--- src/core/ivm_pkg.sv ---
package ivm_pkg;
    // ========================================
    // vector numbers, offsets, levels
    // ========================================
    localparam logic [7:0] VEC_ACCESS_ERR = 8'h02;
    localparam logic [7:0] VEC_CPU_LAST = 8'h3F;
    localparam logic [7:0] VEC_FRAME = 8'h5F;
    localparam logic [7:0] VEC_TWI = 8'h65;
    localparam logic [7:0] VEC_RSV_FIRST = 8'h73;
    localparam logic [7:0] VEC_RSV_LAST = 8'hFF;
    localparam logic [9:0] OFS_FRAME = 10'h17C;
    localparam logic [9:0] OFS_TWI = 10'h194;
    localparam logic [9:0] OFS_RSV_LAST = 10'h3FC;
    localparam logic [2:0] LVL_FRAME = 3'h2;
    localparam logic [2:0] PRI_FRAME = 3'h6;
    localparam logic [2:0] LVL_TWI = 3'h1;
    localparam logic [2:0] PRI_TWI = 3'h7;
    localparam int NSRC = 2;

    typedef struct packed {
        logic valid;
        logic [7:0] number;
        logic [9:0] offset;
        logic [2:0] level;
        logic [2:0] priority_in_level;
    } ivm_vec_t;

    typedef struct packed {
        logic byte_transfer_done;
        logic own_address_matched;
        logic arbitration_lost_flag;
        logic bus_timeout_flag;
    } ivm_twi_t;

    // table offset is four times the vector number
    function automatic logic [9:0] ivm_offset(input logic [7:0] num);
        ivm_offset = {num, 2'b00};
    endfunction : ivm_offset
endpackage : ivm_pkg

--- src/core/ivm_pick.sv ---
`timescale 1ns/1ps
`default_nettype none
module ivm_pick (
    // candidates
    input wire ivm_pkg::ivm_vec_t a,
    input wire ivm_pkg::ivm_vec_t b,
    // winner
    output ivm_pkg::ivm_vec_t win
);
    import ivm_pkg::*;
    always_comb begin
        if (!b.valid) begin
            win = a;
        end else if (!a.valid) begin
            win = b;
        end else if ({a.level, a.priority_in_level} >= {b.level, b.priority_in_level}) begin
            win = a;
        end else begin
            win = b;
        end
    end
endmodule : ivm_pick
`default_nettype wire

--- src/core/ivm_top.sv ---
`timescale 1ns/1ps
`default_nettype none
module ivm_top (
    // clock and reset
    input wire logic MCLK,
    input wire logic NRST,
    // frame source
    input wire logic FRAME_BEGIN_FLAG,
    input wire logic FRAME_BEGIN_IRQ_ENABLE,
    // two-wire source
    input wire ivm_pkg::ivm_twi_t TWI_FLAGS,
    input wire logic TWI_IRQ_ENABLE,
    // access check
    input wire logic ACCESS_VALID,
    input wire logic ACCESS_SUPERVISOR_ONLY,
    input wire logic CPU_USER_MODE,
    // to core
    output logic IRQ_REQ,
    output ivm_pkg::ivm_vec_t IRQ_VEC,
    output logic ACCESS_ERROR,
    output logic [9:0] ACCESS_ERROR_OFFSET,
    output logic SOFT_RESET
);
    import ivm_pkg::*;

    // ========================================
    // request vectors
    // ========================================
    ivm_vec_t cand [NSRC];
    ivm_vec_t best;
    logic [NSRC-1:0] pend;

    assign pend[0] = FRAME_BEGIN_FLAG & FRAME_BEGIN_IRQ_ENABLE;
    assign pend[1] = TWI_IRQ_ENABLE & (|TWI_FLAGS);

    // constant fields of each source
    // one function, though a new source also needs a pend term, a larger NSRC and a wider ivm_pick, which takes only two
    function automatic ivm_vec_t src_entry(input int idx, input logic req);
        ivm_vec_t entry;
        entry = '0;
        entry.valid = req;
        if (idx == 0) begin
            entry.number = VEC_FRAME;
            entry.level = LVL_FRAME;
            entry.priority_in_level = PRI_FRAME;
        end else begin
            entry.number = VEC_TWI;
            entry.level = LVL_TWI;
            entry.priority_in_level = PRI_TWI;
        end
        entry.offset = ivm_offset(entry.number);
        return entry;
    endfunction : src_entry

    for (genvar gi = 0; gi < NSRC; gi++) begin : g_src
        assign cand[gi] = src_entry(gi, pend[gi]);
    end

    ivm_pick ivm_pick_i (
        .a(cand[0]),
        .b(cand[1]),
        .win(best)
    );

    // ========================================
    // presentation window
    // ========================================
    // reserved vectors never presented
    // core range kept clear
    // a bad table entry is dropped rather than sent to a core handler
    function automatic logic presentable(input logic [7:0] num);
        presentable = (num > VEC_CPU_LAST) && (num < VEC_RSV_FIRST);
    endfunction : presentable

    logic show;
    assign show = best.valid & presentable(best.number);

    // ========================================
    // registered presentation
    // ========================================
    // reserved vectors never presented; ivm_pick may still pick one, which is then dropped
    always_ff @(posedge MCLK or negedge NRST) begin
        if (!NRST) begin
            IRQ_VEC <= '0;
            IRQ_REQ <= 1'b0;
        end else begin
            // outputs registered so the core sees a stable vector
            IRQ_VEC <= show ? best : '0;
            IRQ_REQ <= show;
        end
    end

    // ========================================
    // access error
    // ========================================
    logic viol;
    assign viol = ACCESS_VALID & ACCESS_SUPERVISOR_ONLY & CPU_USER_MODE;

    always_ff @(posedge MCLK or negedge NRST) begin
        if (!NRST) begin
            ACCESS_ERROR <= 1'b0;
            ACCESS_ERROR_OFFSET <= '0;
        end else begin
            ACCESS_ERROR <= viol;
            ACCESS_ERROR_OFFSET <= viol ? ivm_offset(VEC_ACCESS_ERR) : '0;
        end
    end

    // handler soft reset
    // one pulse after the error, the handler is modelled in hardware here
    always_ff @(posedge MCLK or negedge NRST) begin
        if (!NRST) begin
            SOFT_RESET <= 1'b0;
        end else begin
            SOFT_RESET <= ACCESS_ERROR;
        end
    end

    // ========================================
    // request checks
    // ========================================
    // frame vector fields
    AST_FRAME_VEC: assert property (@(posedge MCLK) disable iff (!NRST)
        (pend[0] && !pend[1])
        |=> (IRQ_REQ && IRQ_VEC.number == 8'h5F && IRQ_VEC.offset == 10'h17C
        && IRQ_VEC.level == 3'h2 && IRQ_VEC.priority_in_level == 3'h6))
        else $error("frame vector wrong");
    AST_FRAME_GATE: assert property (@(posedge MCLK) disable iff (!NRST)
        (!FRAME_BEGIN_IRQ_ENABLE && !pend[1])
        |=> !IRQ_REQ)
        else $error("frame request leaked");
    AST_TWI_VEC: assert property (@(posedge MCLK) disable iff (!NRST)
        (pend[1] && !pend[0])
        |=> (IRQ_REQ && IRQ_VEC.number == 8'h65 && IRQ_VEC.offset == 10'h194
        && IRQ_VEC.level == 3'h1 && IRQ_VEC.priority_in_level == 3'h7))
        else $error("two-wire vector wrong");
    AST_TWI_GATE: assert property (@(posedge MCLK) disable iff (!NRST)
        (!TWI_IRQ_ENABLE && !pend[0])
        |=> !IRQ_REQ)
        else $error("two-wire request leaked");
    for (genvar ci = 0; ci < $bits(ivm_twi_t); ci++) begin : g_cause
        AST_TWI_CAUSE: assert property (@(posedge MCLK) disable iff (!NRST)
            (TWI_IRQ_ENABLE && TWI_FLAGS == (4'h1 << ci) && !pend[0])
            |=> (IRQ_REQ && IRQ_VEC.number == 8'h65))
            else $error("two-wire cause not routed");
    end
    AST_NO_RSV: assert property (@(posedge MCLK) disable iff (!NRST)
        IRQ_REQ
        |-> (IRQ_VEC.number < 8'h73))
        else $error("reserved vector presented");
    AST_NO_CPU: assert property (@(posedge MCLK) disable iff (!NRST)
        IRQ_REQ
        |-> (IRQ_VEC.number > 8'h3F))
        else $error("core vector presented");
    AST_IDLE: assert property (@(posedge MCLK) disable iff (!NRST)
        !(|pend)
        |=> (!IRQ_REQ && IRQ_VEC == '0))
        else $error("vector shown while idle");
    AST_ORDER: assert property (@(posedge MCLK) disable iff (!NRST)
        (pend[0] && pend[1])
        |=> (IRQ_VEC.number == 8'h5F))
        else $error("priority order wrong");
    AST_OFS: assert property (@(posedge MCLK) disable iff (!NRST)
        IRQ_REQ
        |-> (IRQ_VEC.offset == {IRQ_VEC.number, 2'b00}))
        else $error("offset not four times number");
    AST_TBL_OFS: assert property (@(posedge MCLK) disable iff (!NRST)
        cand[0].offset == 10'h17C && cand[1].offset == 10'h194)
        else $error("table offset wrong");
    AST_REQ_VALID: assert property (@(posedge MCLK) disable iff (!NRST)
        IRQ_REQ == IRQ_VEC.valid)
        else $error("request and vector disagree");

    // ========================================
    // access checks
    // ========================================
    // error then soft reset
    AST_ACC_ERR: assert property (@(posedge MCLK) disable iff (!NRST)
        viol
        |=> (ACCESS_ERROR && ACCESS_ERROR_OFFSET == 10'h008) ##1 SOFT_RESET)
        else $error("access error not handled");
    AST_NO_ERR: assert property (@(posedge MCLK) disable iff (!NRST)
        !$past(viol)
        |-> !ACCESS_ERROR)
        else $error("spurious access error");
    AST_ERR_SUPER: assert property (@(posedge MCLK) disable iff (!NRST)
        !(ACCESS_VALID && ACCESS_SUPERVISOR_ONLY && CPU_USER_MODE)
        |=> !ACCESS_ERROR)
        else $error("access error without violation");
    AST_ERR_OFS: assert property (@(posedge MCLK) disable iff (!NRST)
        !ACCESS_ERROR
        |-> (ACCESS_ERROR_OFFSET == 10'h000))
        else $error("error offset without error");
    AST_SRST_CAUSE: assert property (@(posedge MCLK) disable iff (!NRST)
        SOFT_RESET
        |-> $past(ACCESS_ERROR))
        else $error("soft reset without error");

    COV_FRAME: cover property (@(posedge MCLK) disable iff (!NRST) pend[0] ##1 IRQ_REQ);
    COV_TWI: cover property (@(posedge MCLK) disable iff (!NRST) pend[1] && !pend[0]);
    COV_BOTH: cover property (@(posedge MCLK) disable iff (!NRST) pend[0] && pend[1]);
    COV_RST: cover property (@(posedge MCLK) disable iff (!NRST) viol ##2 SOFT_RESET);
    COV_SUPER: cover property (@(posedge MCLK) disable iff (!NRST)
        ACCESS_VALID && ACCESS_SUPERVISOR_ONLY && !CPU_USER_MODE);
endmodule : ivm_top
`default_nettype wire

--- config.mk ---
export PLATFORM = sky130hd
export DESIGN_NAME = ivm_top
export DESIGN_NICKNAME = d
export VERILOG_FILES = /design/src/core/ivm_pkg.sv /design/src/core/ivm_pick.sv /design/src/core/ivm_top.sv
export SDC_FILE = /design/constraint.sdc
export NUM_CORES = 1
export LEC_CHECK = 0
export ABC_AREA = 1
export CORE_MARGIN = 10
export CORE_UTILIZATION = 52
export CTS_BUF_LIST = sky130_fd_sc_hd__clkbuf_4 sky130_fd_sc_hd__clkbuf_8
export DETAILED_ROUTE_END_ITERATION = 12
export DONT_BUFFER_PORTS = 1
export GPL_TIMING_DRIVEN = 0
export MAX_ROUTING_LAYER = met4
export PLACE_DENSITY = 0.75
export SYNTH_ARGS = -nofsm -noshare
export SYNTH_HDL_FRONTEND = slang
export SYNTH_HIERARCHICAL = 1
export SYNTH_SLANG_ARGS = --single-unit
--- constraint.sdc ---
create_clock -name MCLK -period 0.8 [get_ports MCLK]
set_input_delay 0.04 -clock MCLK [delete_from_list [all_inputs] [get_ports MCLK]]
set_output_delay 0.04 -clock MCLK [all_outputs]
set_load 0.005 [all_outputs]
==> out/qor.csv <==
stage;metric;value;unit
placed_design;IO Port Bufs;0;
layout;ANT cells;0;
critical_path;critical-path cell list;buf_6;
layout;storage element area;676;um2
yosys;top-count cell post-synth;nand2_1;
placed_design;Setup WS pre-CTS;-606;ps
layout;footprint of the multi-input gates;1070;um2
yosys;Yosys reg bits;27;
critical_path;Worst Path Required;760;ps
sta;Final min period;960;ps
hold_path;min-delay worst type;input port to asynchronous set/reset pin;
sta;Setup Skew;0.379;ps
critical_path;termination of the worst setup path;ACCESS_ERROR_OFFSET[3];
layout;share of cells above drive strength 1;0.282;
critical_path;worst r2r dst;SOFT_RESET$_DFF_PN0_;
routing;met2 wire length;1.83;mm
yosys;sequential area share after synthesis;0.413;
routing;Routed wire per std cell;9.72;um
critical_path;Slowest Stage Delay on Critical Path;450;ps
power_and_ir_drop;Pleak;0.00143;uW
sta;Final WS setup;-160;ps
routing;Post-DRT Antenna Nets;0;
yosys;Syn Area/Cell;7.62;um2
sta;Final Cycle Share;1.20;
routing;drt drc;0;
yosys;Async SR Flop Fraction;1.00;
sta;unrepaired setup endpoints after global routing;true;
global_route;Congestion Overflow GR;0;
sta;Setup-failing EPs final;26;
status;outcome;complete, but fails checks;
yosys;Post-synth EDFFs;0;
placed_design;Cells after DPL;327;
power_and_ir_drop;total power;3030;uW
sta;Slew Limit Fails;0;
placed_design;Post-DP HPWL;2.27;mm
global_route;largest net degree at the start of global routing;28;
critical_path;CP endpoint kind;primary output;
critical_path;Crit path max-delay family;flip-flops;
die;Initial Util;0.541;
sta;setup_tns;-2860;ps
yosys;most used flip-flop cell after synthesis;dfrtp_1;
power_and_ir_drop;peak supply drop;0.648;mV
critical_path;FF-to-FF Start;ACCESS_ERROR_OFFSET[3]$_DFF_PN0_;
yosys;top cell type's share of synthesized area;0.413;
die;core area;3030;um2
critical_path;CP startpoint;ACCESS_ERROR_OFFSET[3]$_DFF_PN0_;
global_route;Total Routing Usage GR;0.113;
clocking;CTS H-tree lvls;1;
yosys;cell count after synthesis;215;
routing;met1 WL;1.28;mm
clocking;Clk Latency, worst-skew pair;340;ps
die;FP Rows;20;
die;number of placed I/O pins;50;
routing;final wirelength;3.43;mm
critical_path;Buf/Inv on CP;1;
critical_path;critical path arrival;920;ps
yosys;synth cell count leaders;63 x nand2_1, 37 x inv_1, 27 x dfrtp_1, 24 x nand3_1, 18 x nor2_2;
critical_path;R2R setup slack;240;ps
die;Die Ht;76.1;um
yosys;yosys warns;6;
critical_path;R2R cell count;0;
layout;Final Util;0.800;
placed_design;Placer Congestion;0.786;
routing;Via density;3.95;
clocking;CTS tree;built;
clocking;Sink Count;27;
clocking;maximum buffer depth of the clock tree;2;
yosys;synthesized area;1640;um2
critical_path;critical path fanouts, max;3;
routing;First-pass DRT Iterations;4;
sta;final hold violations;0;
layout;Final nets;328;
global_route;first-pass GRT wire length;5.35;mm
run;Max-Cap Viols;0;
yosys;top cells by area, synth;dfrtp_1 41%, nand2_1 14%, inv_1 8.5%;
routing;Met3 Wirelength;238;um
layout;# fillers;210;
clocking;CTS buffer count;3;
routing;uppermost layer routed;met4;
global_route;vias in the first global route;1216;
yosys;largest area contributor in the netlist;dfrtp_1;
routing;DRT iter0 DRCs;44;
routing;routed vias;1396;
sta;f_max;1.04;GHz
yosys;Distinct cells, synth;19;
layout;Area Growth Syn to Fin;47.8;%
global_route;antenna violations before repair;0;
critical_path;CP startpoint kind;flop;
critical_path;Levels on crit path;1;
die;Die ar.;5790;um2
clocking;clock slew at reported path FFs;150;ps
power_and_ir_drop;PD cells;1250;nW/um2
critical_path;Setup Crit Path Kind;flop to primary output;
critical_path;Slowest-stage cell, CP;dfrtp_1;
die;chip width;76.1;um
status;failing checks;negative setup slack;
layout;non-filler cells in the finished layout;353;
clocking;root buffer cell;clkbuf_4;
==> sequential cells by signal, indices dropped and copies added, names as in the netlist <==
| register | flops |
|---|---|
| SOFT_RESET | 1 |
| IRQ_VEC | 24 |
| ACCESS_ERROR_OFFSET | 1 |
| IRQ_REQ | 1 |
==> per-layer routing <==
metal  vias up  track usage
li1        740            -
met1       610        0.107
met2        38        0.197
met3         8       0.0425
met4         0       0.0558
met5         -            -
==> cells in the final DEF, fill, tap and decap left out, types with 2 or more instances in the layout <==
cell type      count
nand2_1           58
buf_4             22
clkbuf_4           3
dfrtp_1           27
nand2_2            6
nand3_1           20
conb_1            70
inv_1             34
inv_2              2
nor2_1             2
nor2_4            14
dlygate4sd3_1      4
nand2_8            2
nand3_2            3
buf_12             2
nor2_2            11
clkbuf_16          2
ha_1               6
nand2_4            2
buf_6              8
==> worst min path at each step <==
stage,start,end,depth (start not counted)
2_1_floorplan,NRST,ACCESS_ERROR_OFFSET[3]$_DFF_PN0_,0
3_3_place_gp,NRST,IRQ_VEC[14]$_DFF_PN0_,0
3_5_place_dp,NRST,IRQ_VEC[14]$_DFF_PN0_,0
4_1_cts,NRST,IRQ_VEC[22]$_DFF_PN0_,2
5_1_grt,NRST,IRQ_VEC[22]$_DFF_PN0_,2
6_report,NRST,IRQ_VEC[22]$_DFF_PN0_,2
==> power breakdown <==
group / leakage, uW / switching, uW / internal (uW)
combinational: 0.00105 / 520 / 440
sequential: 0.000368 / 39.8 / 1430
clock: 0.0000139 / 410 / 192
==> final cells by class <==
cell class              instances  area share
clock inverters                 1     0.00310
multi-input cells             199       0.443
clock buffers                   3     0.00930
repair buffers                 23       0.103
flip-flops and latches         27       0.279
plain buffers                  19      0.0811
inverters                      37      0.0584
well taps                      44      0.0227
==> cells by family (layout without fill, tap and decap cells) <==
kind of cell / Yosys count / after routing / synth area share
other cells: 2 / 70 / 0.00459
compound gates: 2 / 2 / 0.00993
buf+inv: 57 / 83 / 0.180
simple gates: 121 / 121 / 0.348
fa+ha+maj: 6 / 6 / 0.0458
flops: 27 / 27 / 0.413
==> repair_timing <==
action / CTS / global route
pin swaps: 4 / 2
endpoints found under the hold margin: 28 / 0
gates cloned: 2 / 1
resized for setup: 17 / 19
endpoints found under the setup margin: 33 / 49
setup buffers: 12 / 3
hold buffers: 5 / 0
==> per-stage QoR <==
step / instance area (um2) / hold slack, ps
2_1_floorplan: 1960 / -256
3_3_place_gp: 2010 / -255
3_5_place_dp: 2010 / -255
4_1_cts: 2280 / 108
5_1_grt: 2420 / 129
6_report: 2420 / 125
Note: power is estimated with default switching activity, not from simulation.
